--- config.mk ---
export PLATFORM = sky130hd
export DESIGN_NAME = adc_conversion_control
export DESIGN_NICKNAME = d
export VERILOG_FILES = /design/src/adc_pkg.sv /design/src/rc_edge_sync.sv /design/src/tad_tick_gen.sv /design/src/adc_conversion_control.sv
export VERILOG_INCLUDE_DIRS = /design/src /design/src/src
export SDC_FILE = /design/constraint.sdc
export NUM_CORES = 1
export LEC_CHECK = 0
export ABC_AREA = 1
export ABC_CLOCK_PERIOD_IN_PS = 4850
export BUFFER_PORTS_ARGS = -buffer_cell sky130_fd_sc_hd__buf_2
export CAP_MARGIN = 10
export CORE_UTILIZATION = 50
export CTS_BUF_LIST = sky130_fd_sc_hd__clkbuf_8
export CTS_CLUSTER_DIAMETER = 60
export DETAILED_ROUTE_END_ITERATION = 10
export PLACE_DENSITY = 0.8
export SYNTH_ARGS = -nofsm -noshare
export SYNTH_HDL_FRONTEND = slang
export SYNTH_HIERARCHICAL = 1
export SYNTH_SLANG_ARGS = --single-unit
--- constraint.sdc ---
create_clock -name clock -period 4.85 [get_ports clock]
set_input_delay 0.485 -clock clock [delete_from_list [all_inputs] [get_ports clock]]
set_output_delay 0.485 -clock clock [all_outputs]
set_load 0.005 [all_outputs]
--- src/adc_params.svh ---
`ifndef ADC_PARAMS_SVH
`define ADC_PARAMS_SVH
// ***************************************************************
// Register map
// ***************************************************************
`define ADC_OFS_CTRL0     8'h00
`define ADC_OFS_CTRL1     8'h01
`define ADC_OFS_RESULT    8'h02
`define ADC_OFS_IRQ       8'h03
`define ADC_CTRL0_RESET   8'h00
`define ADC_CTRL1_RESET   3'h0
`define ADC_RESULT_RESET  8'h00
// ***************************************************************
// Field positions
// ***************************************************************
`define ADC_EN_BIT        0
`define ADC_GO_BIT        2
`define ADC_CHS_LSB       3
`define ADC_CHS_MSB       5
`define ADC_CKS_LSB       6
`define ADC_CKS_MSB       7
`define ADC_PCFG_MSB      2
`define ADC_DONE_BIT      0
`define ADC_IRQEN_BIT     1
// ***************************************************************
// Clock select codes and timing
// ***************************************************************
`define ADC_CKS_DIV2      2'h0
`define ADC_CKS_DIV8      2'h1
`define ADC_CKS_DIV32     2'h2
`define ADC_CKS_RC        2'h3
`define ADC_HALF_DIV2     5'h01
`define ADC_HALF_DIV8     5'h04
`define ADC_HALF_DIV32    5'h10
`define ADC_INSTR_CLKS    3'h4
`define ADC_SETUP_HALVES  5'h03
`define ADC_TOTAL_HALVES  5'h13
`define ADC_RECOV_HALVES  3'h4
`define ADC_MSB_INDEX     3'h7
`define ADC_SAR_SEED      8'h80
`endif

--- src/adc_pkg.sv ---
package adc_pkg;
  // ***************************************************************
  // Types shared by the converter files
  // ***************************************************************
  typedef enum logic [3:0] {
    ST_IDLE    = 4'b0001,
    ST_RC_WAIT = 4'b0010,
    ST_CONV    = 4'b0100,
    ST_RECOVER = 4'b1000
  } conv_state_t;

  typedef struct packed {
    logic [7:0] addr;
    logic [7:0] wdata;
    logic       wr;
    logic       rd;
  } reg_req_t;

  typedef struct packed {
    logic       powered;
    logic       sample_hold;
    logic       ext_vref;
    logic [1:0] channel;
    logic [3:0] analog_mask;
    logic [7:0] trial;
  } analog_ctl_t;
endpackage : adc_pkg

--- src/rc_edge_sync.sv ---
`timescale 1ns/1ns
`include "adc_params.svh"
module rc_edge_sync
  import adc_pkg::*;
(
  // Clock and reset
  input  wire logic clock,
  input  wire logic rst_n,
  // Free running RC oscillator
  input  wire logic rc_clk_in,
  // One pulse per RC edge
  output logic      rc_edge
);
  logic s1_ff;
  logic s2_ff;
  logic s3_ff;
  logic edge_ff;

  // ***************************************************************
  // Two-flop synchroniser, edge taken from the settled stages
  // ***************************************************************
  always_ff @(posedge clock or negedge rst_n) begin
    if (!rst_n) begin
      s1_ff   <= 1'b0;
      s2_ff   <= 1'b0;
      s3_ff   <= 1'b0;
      edge_ff <= 1'b0;
    end else begin
      s1_ff   <= rc_clk_in;
      s2_ff   <= s1_ff;
      s3_ff   <= s2_ff;
      edge_ff <= s2_ff ^ s3_ff;
    end
  end

  assign rc_edge = edge_ff;

  // Every settled change yields exactly one pulse
  edge_pulse_a: assert property (@(posedge clock) disable iff (!rst_n)
    (s2_ff != s3_ff) |=> rc_edge) else $error("rc edge pulse missing");
endmodule : rc_edge_sync

--- src/tad_tick_gen.sv ---
`timescale 1ns/1ns
`include "adc_params.svh"
module tad_tick_gen
  import adc_pkg::*;
#(
  parameter int DIV_W = 5
) (
  // Clock and reset
  input  wire logic       clock,
  input  wire logic       rst_n,
  // Control
  input  wire logic       run,
  input  wire logic [1:0] clk_sel,
  input  wire logic       rc_edge,
  // Half bit-period tick
  output logic            half_tick
);
  logic [DIV_W-1:0] div_ff;
  logic [DIV_W-1:0] limit;
  logic             tick_ff;

  if (DIV_W < 5) begin : g_bad_width
    $error("tad_tick_gen: DIV_W too small for the slowest divider");
  end

  // Half period length in system clocks for each select code
  always_comb begin
    case (clk_sel)
      `ADC_CKS_DIV2:  limit = DIV_W'(`ADC_HALF_DIV2);
      `ADC_CKS_DIV8:  limit = DIV_W'(`ADC_HALF_DIV8);
      default:        limit = DIV_W'(`ADC_HALF_DIV32);
    endcase
  end

  // ***************************************************************
  // Divider; restarts whenever the sequencer is idle
  // ***************************************************************
  always_ff @(posedge clock or negedge rst_n) begin
    if (!rst_n) begin
      div_ff  <= '0;
      tick_ff <= 1'b0;
    end else if (!run) begin
      div_ff  <= '0;
      tick_ff <= 1'b0;
    end else if (clk_sel == `ADC_CKS_RC) begin
      div_ff  <= '0;
      tick_ff <= rc_edge;
    end else if (div_ff == limit - DIV_W'(1)) begin
      div_ff  <= '0;
      tick_ff <= 1'b1;
    end else begin
      div_ff  <= div_ff + DIV_W'(1);
      tick_ff <= 1'b0;
    end
  end

  assign half_tick = tick_ff;

  // Fastest setting ticks on every clock while running
  fast_tick_a: assert property (@(posedge clock) disable iff (!rst_n)
    run && $past(run) && clk_sel == `ADC_CKS_DIV2 && $stable(clk_sel) |=> half_tick)
    else $error("divide-by-two tick missing");
endmodule : tad_tick_gen

--- src/adc_conversion_control.sv ---
// How it works
// - Clearing go mid-conversion abandons it; result keeps previous value.
// - After abort wait two bit periods, then acquisition restarts automatically.
// - Reset clears all registers, powers converter off, cancels conversion.
// - RC clock selected: start waits one extra instruction cycle.
// - RC conversion finishing in sleep with interrupt enabled wakes device.
// - Finishing in sleep with interrupt off powers down; enable reads set.
// - Sleep on non-RC clock aborts and powers down; enable reads set.
// - Special event trigger sets go and clears the timer counter.
// - Clock select 00/01/10/11 gives /2, /8, /32, RC clock.
// - Channel codes 0..3 pick inputs; codes 4..7 reserved.
// - Go at bit 2: write one starts, reads one while busy.
// - Enable at bit 0; zero removes converter power.
// - Unimplemented control bits read as zero.
// - Pin configuration code selects analog pins and reference source.
// - Completion clears go, sets done flag, loads new result.
// - A conversion takes nine and a half bit periods.
// - Done flag set after every completed conversion; cleared only by software or reset.
// - Eight-bit result built by successive approximation.
`timescale 1ns/1ns
`include "adc_params.svh"
module adc_conversion_control
  import adc_pkg::*;
#(
  parameter int DIV_W = 5
) (
  // Clock and reset
  input  wire logic        clock,
  input  wire logic        rst_n,
  // Register port
  input  wire reg_req_t    req,
  output logic [7:0]       rdata,
  // System events
  input  wire logic        sleep_active,
  input  wire logic        special_trigger,
  output logic             timer1_clear,
  output logic             wake_request,
  // Analog side
  input  wire logic        rc_clk_in,
  input  wire logic        comp_in,
  output analog_ctl_t      analog
);
  // ***************************************************************
  // Software registers and sequencer state
  // ***************************************************************
  logic [1:0]  conv_clock_select_ff;
  logic [2:0]  channel_select_ff;
  logic        conv_enable_bit_ff;
  logic [2:0]  pin_config_select_ff;
  logic [7:0]  conv_result_ff;
  logic        conv_done_flag_ff;
  logic        conv_done_irq_enable_ff;
  logic        sleep_off_ff;
  conv_state_t state_ff;
  conv_state_t nxt_state;
  logic [4:0]  half_cnt_ff;
  logic [2:0]  wait_cnt_ff;
  logic [2:0]  bit_ix_ff;
  logic [7:0]  sar_ff;
  logic [7:0]  rdata_ff;
  logic        timer1_clear_ff;
  logic        wake_ff;
  analog_ctl_t analog_ff;
  logic        half_tick;
  logic        rc_edge;
  logic        wr_ctrl0;
  logic        go_written;
  logic        go_cleared;
  logic        start_req;
  logic        finish;
  logic        sleep_abort;
  logic        on_rc;
  logic [7:0]  decided;

  assign wr_ctrl0    = req.wr && req.addr == `ADC_OFS_CTRL0;
  assign go_written  = wr_ctrl0 && req.wdata[`ADC_GO_BIT];
  assign go_cleared  = wr_ctrl0 && !req.wdata[`ADC_GO_BIT];
  assign on_rc       = conv_clock_select_ff == `ADC_CKS_RC;
  // Disabled converter ignores both start sources
  assign start_req   = (go_written || special_trigger) && conv_enable_bit_ff
                       && (!wr_ctrl0 || req.wdata[`ADC_EN_BIT]) && !sleep_off_ff;
  assign finish      = state_ff == ST_CONV && half_tick && !go_cleared && !sleep_abort
                       && half_cnt_ff == `ADC_TOTAL_HALVES - 5'h01;
  assign sleep_abort = sleep_active && !on_rc
                       && (state_ff == ST_CONV || state_ff == ST_RC_WAIT);

  // Current trial bit replaced by the comparator decision
  always_comb begin
    decided = sar_ff;
    decided[bit_ix_ff] = comp_in;
  end

  rc_edge_sync u_rc_sync (
    .clock     (clock),
    .rst_n     (rst_n),
    .rc_clk_in (rc_clk_in),
    .rc_edge   (rc_edge)
  );

  tad_tick_gen #(.DIV_W(DIV_W)) u_tick (
    .clock     (clock),
    .rst_n     (rst_n),
    .run       (state_ff == ST_CONV || state_ff == ST_RECOVER),
    .clk_sel   (conv_clock_select_ff),
    .rc_edge   (rc_edge),
    .half_tick (half_tick)
  );

  // ***************************************************************
  // Control registers
  // ***************************************************************
  always_ff @(posedge clock or negedge rst_n) begin
    if (!rst_n) begin
      conv_clock_select_ff    <= 2'(`ADC_CTRL0_RESET >> `ADC_CKS_LSB);
      channel_select_ff       <= 3'(`ADC_CTRL0_RESET >> `ADC_CHS_LSB);
      conv_enable_bit_ff      <= 1'(`ADC_CTRL0_RESET >> `ADC_EN_BIT);
      pin_config_select_ff    <= `ADC_CTRL1_RESET;
      conv_done_irq_enable_ff <= 1'b0;
    end else if (req.wr) begin
      case (req.addr)
        `ADC_OFS_CTRL0: begin
          conv_clock_select_ff <= req.wdata[`ADC_CKS_MSB:`ADC_CKS_LSB];
          channel_select_ff    <= req.wdata[`ADC_CHS_MSB:`ADC_CHS_LSB];
          conv_enable_bit_ff   <= req.wdata[`ADC_EN_BIT];
        end
        `ADC_OFS_CTRL1: pin_config_select_ff <= req.wdata[`ADC_PCFG_MSB:0];
        `ADC_OFS_IRQ:   conv_done_irq_enable_ff <= req.wdata[`ADC_IRQEN_BIT];
        default: ;
      endcase
    end
  end

  // Done flag: hardware set wins over a same-cycle software clear
  always_ff @(posedge clock or negedge rst_n) begin
    if (!rst_n) begin
      conv_done_flag_ff <= 1'b0;
    end else if (finish) begin
      conv_done_flag_ff <= 1'b1;
    end else if (req.wr && req.addr == `ADC_OFS_IRQ) begin
      conv_done_flag_ff <= req.wdata[`ADC_DONE_BIT];
    end
  end

  // Sleep power-down; enable bit stays set, cleared on wake
  always_ff @(posedge clock or negedge rst_n) begin
    if (!rst_n) begin
      sleep_off_ff <= 1'b0;
    end else if (!sleep_active) begin
      sleep_off_ff <= 1'b0;
    end else if (sleep_abort || (finish && !conv_done_irq_enable_ff)) begin
      sleep_off_ff <= 1'b1;
    end
  end

  // ***************************************************************
  // Sequencer
  // ***************************************************************
  always_comb begin
    nxt_state = state_ff;
    case (state_ff)
      ST_IDLE: begin
        if (start_req) begin
          nxt_state = on_rc ? ST_RC_WAIT : ST_CONV;
        end
      end
      ST_RC_WAIT: begin
        if (go_cleared || sleep_abort) begin
          nxt_state = ST_RECOVER;
        end else if (wait_cnt_ff == `ADC_INSTR_CLKS - 3'h1) begin
          nxt_state = ST_CONV;
        end
      end
      ST_CONV: begin
        if (go_cleared || sleep_abort) begin
          nxt_state = ST_RECOVER;
        end else if (finish) begin
          nxt_state = ST_IDLE;
        end
      end
      ST_RECOVER: begin
        if (half_tick && wait_cnt_ff == `ADC_RECOV_HALVES - 3'h1) begin
          nxt_state = ST_IDLE;
        end
      end
      default: nxt_state = ST_IDLE;
    endcase
    // Disabling power cancels anything in flight
    if (!conv_enable_bit_ff) begin
      nxt_state = ST_IDLE;
    end
  end

  always_ff @(posedge clock or negedge rst_n) begin
    if (!rst_n) begin
      state_ff <= ST_IDLE;
    end else begin
      state_ff <= nxt_state;
    end
  end

  // Wait counter serves the instruction delay and the recovery delay
  always_ff @(posedge clock or negedge rst_n) begin
    if (!rst_n) begin
      wait_cnt_ff <= 3'h0;
    end else if (nxt_state != state_ff) begin
      wait_cnt_ff <= 3'h0;
    end else if (state_ff == ST_RC_WAIT || (state_ff == ST_RECOVER && half_tick)) begin
      wait_cnt_ff <= wait_cnt_ff + 3'h1;
    end
  end

  // Successive approximation: one decision per bit period after setup
  always_ff @(posedge clock or negedge rst_n) begin
    if (!rst_n) begin
      half_cnt_ff <= 5'h00;
      bit_ix_ff   <= `ADC_MSB_INDEX;
      sar_ff      <= `ADC_SAR_SEED;
    end else if (state_ff != ST_CONV) begin
      half_cnt_ff <= 5'h00;
      bit_ix_ff   <= `ADC_MSB_INDEX;
      sar_ff      <= `ADC_SAR_SEED;
    end else if (half_tick) begin
      half_cnt_ff <= half_cnt_ff + 5'h01;
      if (half_cnt_ff > `ADC_SETUP_HALVES && !half_cnt_ff[0]) begin
        sar_ff <= decided;
        if (bit_ix_ff != 3'h0) begin
          sar_ff[bit_ix_ff - 3'h1] <= 1'b1;
          bit_ix_ff <= bit_ix_ff - 3'h1;
        end
      end
    end
  end

  // Result only moves on a full conversion, never on abort
  always_ff @(posedge clock or negedge rst_n) begin
    if (!rst_n) begin
      conv_result_ff <= `ADC_RESULT_RESET;
    end else if (finish) begin
      conv_result_ff <= decided;
    end
  end

  // ***************************************************************
  // Registered outputs
  // ***************************************************************
  always_ff @(posedge clock or negedge rst_n) begin
    if (!rst_n) begin
      rdata_ff <= 8'h00;
    end else if (req.rd) begin
      case (req.addr)
        `ADC_OFS_CTRL0:  rdata_ff <= {conv_clock_select_ff, channel_select_ff,
                                      state_ff == ST_CONV || state_ff == ST_RC_WAIT,
                                      1'b0, conv_enable_bit_ff};
        `ADC_OFS_CTRL1:  rdata_ff <= {5'h00, pin_config_select_ff};
        `ADC_OFS_RESULT: rdata_ff <= conv_result_ff;
        `ADC_OFS_IRQ:    rdata_ff <= {6'h00, conv_done_irq_enable_ff, conv_done_flag_ff};
        default:         rdata_ff <= 8'h00;
      endcase
    end else begin
      rdata_ff <= 8'h00;
    end
  end

  // Timer clear follows every trigger; wake only for RC sleep completion
  always_ff @(posedge clock or negedge rst_n) begin
    if (!rst_n) begin
      timer1_clear_ff <= 1'b0;
      wake_ff         <= 1'b0;
    end else begin
      timer1_clear_ff <= special_trigger;
      wake_ff         <= finish && sleep_active && on_rc
                         && conv_done_irq_enable_ff;
    end
  end

  // Pin configuration, reference and analog front-end controls
  always_ff @(posedge clock or negedge rst_n) begin
    if (!rst_n) begin
      analog_ff <= '0;
    end else begin
      analog_ff.powered     <= conv_enable_bit_ff && !sleep_off_ff;
      analog_ff.sample_hold <= conv_enable_bit_ff && !sleep_off_ff
                               && (state_ff == ST_IDLE || state_ff == ST_RC_WAIT);
      analog_ff.channel     <= channel_select_ff[1:0];
      analog_ff.ext_vref    <= pin_config_select_ff[0]
                               && pin_config_select_ff[2:1] != 2'h3;
      analog_ff.analog_mask <= (pin_config_select_ff[2:1] == 2'h3) ? 4'h0 :
                               {!pin_config_select_ff[0], !pin_config_select_ff[2], 2'h3};
      analog_ff.trial       <= sar_ff;
    end
  end

  assign rdata        = rdata_ff;
  assign timer1_clear = timer1_clear_ff;
  assign wake_request = wake_ff;
  assign analog       = analog_ff;

  // ***************************************************************
  // Checks
  // ***************************************************************
  abort_keeps_result_a: assert property (@(posedge clock) disable iff (!rst_n)
    state_ff == ST_CONV && go_cleared && conv_enable_bit_ff
    |=> state_ff == ST_RECOVER && $stable(conv_result_ff))
    else $error("abort did not hold result");
  recover_exit_a: assert property (@(posedge clock) disable iff (!rst_n)
    state_ff == ST_RECOVER && conv_enable_bit_ff && half_tick && wait_cnt_ff == 3'h3
    |=> state_ff == ST_IDLE ##1 analog.sample_hold || sleep_off_ff)
    else $error("recovery exit wrong");
  rc_start_delay_a: assert property (@(posedge clock) disable iff (!rst_n)
    state_ff == ST_IDLE && start_req && on_rc && !sleep_active
    |=> (state_ff == ST_RC_WAIT)[*4] ##1 state_ff == ST_CONV || !conv_enable_bit_ff)
    else $error("rc start delay wrong");
  sleep_wake_a: assert property (@(posedge clock) disable iff (!rst_n)
    finish && sleep_active && on_rc && conv_done_irq_enable_ff
    |=> wake_request && conv_done_flag_ff)
    else $error("no wake on rc completion");
  sleep_power_a: assert property (@(posedge clock) disable iff (!rst_n)
    sleep_abort && conv_enable_bit_ff && !req.wr
    |=> conv_enable_bit_ff ##1 !analog.powered)
    else $error("sleep did not power down");
  trigger_clear_a: assert property (@(posedge clock) disable iff (!rst_n)
    special_trigger |=> timer1_clear)
    else $error("timer clear missing");
  done_flag_set_a: assert property (@(posedge clock) disable iff (!rst_n)
    finish |=> conv_done_flag_ff && state_ff != ST_CONV && conv_result_ff == $past(decided))
    else $error("completion effects missing");
  disabled_go_a: assert property (@(posedge clock) disable iff (!rst_n)
    state_ff == ST_IDLE && go_written && !conv_enable_bit_ff |=> state_ff == ST_IDLE)
    else $error("go accepted while disabled");
  reserved_read_a: assert property (@(posedge clock) disable iff (!rst_n)
    req.rd && req.addr == `ADC_OFS_CTRL1 |=> rdata[7:3] == 5'h00)
    else $error("reserved bits read nonzero");
  conv_length_a: assert property (@(posedge clock) disable iff (!rst_n)
    finish |-> half_cnt_ff == 5'h12 && bit_ix_ff == 3'h0)
    else $error("conversion length wrong");
endmodule : adc_conversion_control

==> metrics.csv <==
metric,value,unit
status,"finished, final reports clean",
vias in the first global route,2764,
Post-synth EDFFs,0,
clk_skew,15.72,ps
Worst Setup Start Kind,flop,
initial core utilization,51.87,%
CP Buf/Inv Count,2,
worst-margin pin slew,950.5,ps
"Core Util, Final",58.94,%
# rows,31,
Final Hold Vio Count,0,
PostCTS Resize Cnt,0,
max incr delay on CP,600,ps
Pwr Density,328.0,nW/µm²
largest net degree at the start of global routing,80,
Die Area,7876,µm²
1st-iter DRT viols,139,
DP Area,4093,µm²
later-pin clock latency in the skew report,360,ps
CP max-delay cell,dfstp_2,
LEAKAGE,2.177,nW
core area,7253,µm²
number of nets in the finished design,501,
syn_area_per_cell,9.066,µm²
VDD IR-drop max,120.7,µV
Setup Crit Path Kind,reg2reg,
num ports,51,
largest fanout on the critical path,10,
Worst-path clk slew,90,ps
CP endpoint kind,flop,
IO buf count,50,
Max Cap Violations,0,
relative slew slack,36.63,%
Longest Clk Path Bufs,2,
Max H-tree Level,3,
R2R Path Start,bit_ix_ff[0],
DRC viols,0,
wire length per cell,12.73,µm
filler instances,627,
largest area contributor in the synthesized netlist,dfrtp_1,
total track usage,20.74,%
FMAX,0.5037,GHz
Synth Net Count,447,
cts-stage hold buffer count,0,
clk root buf,clkbuf_8,
Synth Flop Type,dfrtp_1,
detailed placer's ending HPWL,5267,µm
min Tclk post-route,1985,ps
TritonCTS buffer count,9,
gr ovfl total,0,
Async SR Flop Fraction,100.0,%
RSZ-0062 raised after global routing,no,
Synth Instances,415,
vias per inst,5.145,
critical path's top delay family,flip-flops,
via count,2948,
CTS tree,yes,
Pre-antenna DRT Iters,5,
Hold Path Class,in2reg,
post-synthesis sequential area ratio,52.71,%
CP Data Required Time,5130,ps
Setup Buffers After CTS,0,
RR Endpoint,sar_ff[2],
Setup TNS,0,ps
Ys Warns,6,
Final ANT Viol Nets,0,
Levels on crit path,7,
worst reg2reg path depth,7,
CTS Sinks,79,
"Arr. time, crit path",2260,ps
Diodes inserted,0,
design area,4275,µm²
Chip Width,88.75,µm
Area Growth Syn to Fin,13.63,%
Final setup viols,0,
Die Y,88.75,µm
largest cells by area after synthesis,"dfrtp_1 (49%), nand2_1 (8.6%), inv_1 (4.9%)",
reg2reg setup slack,2860,ps
Final Cycle Share,40.93,%
GP Congestion,0.9206,
post-synth top area share,49.22,%
CP Cell Sequence,clkinv_1 > ha_1 > xnor2_1 > inv_1 > nor2_1 > a21oi_1 > o21ai_0,
initial antenna violation count,0,
Mapped Area,3762,µm²
"flops & latches, synth",79,
ratio of cells with drive above 1 in the final layout,24.05,%
Critical path origin,bit_ix_ff[0],
count of pins over their slew limit,0,
first-pass GRT wire length,12260,µm
Hold Path Depth,1,
Critical Path Sink,sar_ff[2],
count of cell types in the netlist,38,
Total Wirelength,7292,µm
## worst min path at each step
| stage | from | end | slack (ps) |
|---|---|---|---|
| floorplan | rst_n | analog[0] | 190 |
| detailed placement | u_rc_sync/s1_ff | u_rc_sync/s2_ff | 330 |
| global route | rc_clk_in | u_rc_sync/s1_ff | 230 |
| finish | rc_clk_in | u_rc_sync/s1_ff | 250 |
| CTS | rc_clk_in | u_rc_sync/s1_ff | 240 |
| global placement | u_rc_sync/s1_ff | u_rc_sync/s2_ff | 340 |
## through the flow
step	power [mW]	hold slack, ps	cells	setup WS, ps
floorplan	0.8991	189.4	415	3170
CTS	1.415	237.8	573	2874
global placement	0.9655	335.1	557	2710
global route	1.490	231.9	573	2585
finish	1.402	246.8	573	2865
detailed placement	0.9733	334.7	557	2638
## placed cells by master, fill, tap and decap left out, drive strengths merged
cell	synthesis	routed
mux2i	1	1
clkinv	1	3
o211ai	3	3
nand4	3	3
a221oi	1	1
nor3	10	10
a21oi	23	23
xor2	3	3
buf	4	50
o31ai	1	1
mux2	13	13
nand3	40	40
a31oi	3	3
o21ai	23	23
clkbuf	3	10
nand2	95	95
inv	54	56
nor2	41	41
ha	8	8
dfrtp	74	74
dfstp	5	5
clkinvlp	0	2
a21boi	2	2
xnor2	2	2
and2	1	1
o22ai	1	1
## cell usage after synthesis (2+ instances only)
cell and count:
a21boi_0 2, a21oi_1 22, a31oi_1 3, buf_6 2, clkbuf_1 3, dfrtp_1 74, dfstp_2 5, ha_1 8
inv_1 49, inv_2 5, mux2_2 8, mux2_4 5, nand2_1 86, nand2_2 8, nand3_1 33, nand3_2 6
nand4_1 3, nor2_1 37, nor2_2 3, nor3_1 6, nor3_2 4, o211ai_1 3, o21ai_0 22, xnor2_1 2
xor2_1 3
## where the power goes
part           internal [mW]  switching [mW]
Combinational         0.0776           0.161
Clock                  0.201           0.242
Sequential             0.692          0.0291
## final cells by class
type	count	area [µm²]	area share (%)
sequential	79	1983	46.39
multi-input combinational	274	1526	35.70
timing repair buffer	50	252.7	5.912
inverter	55	206.4	4.829
clock buffer	10	137.6	3.219
tap	99	123.9	2.897
clock inverter	6	45.04	1.054
## metal layers
layer	wire length [µm]	track usage, %	up-vias
met5	0	0	-
met4	150	9.091	0
met3	464	5.317	12
met2	3312	33.08	107
met1	3365	26.81	1368
li1	-	-	1461
## worst reg2reg max path, stage by stage (launching register included)
cell and delay [ps]:
dfstp_2 600, clkinv_1 270, ha_1 320, xnor2_1 220
inv_1 110, nor2_1 160, a21oi_1 90, o21ai_0 160
## logic make-up after synthesis
family                   after synthesis  synth area share, %
XOR/XNOR                               5                1.164
multiplexers                          14                4.656
buffers and inverters                 62                6.718
AO/OA/AOI/OAI                         57                8.414
adder cells (fa/ha/maj)                8                2.661
flip-flops                            79                52.71
AND/OR/NAND/NOR                      190                23.68
## state kept, by name, summed over array words and instances (netlist names), 2 cells and up
signal	count
conv_clock_select_ff	2
channel_select_ff	3
half_cnt_ff	5
state_ff	4
wait_cnt_ff	3
bit_ix_ff	3
u_tick/div_ff	5
rdata	8
conv_result_ff	8
sar_ff	8
analog	16
pin_config_select_ff	3
No activity file was read; power rests on OpenSTA's default activity.
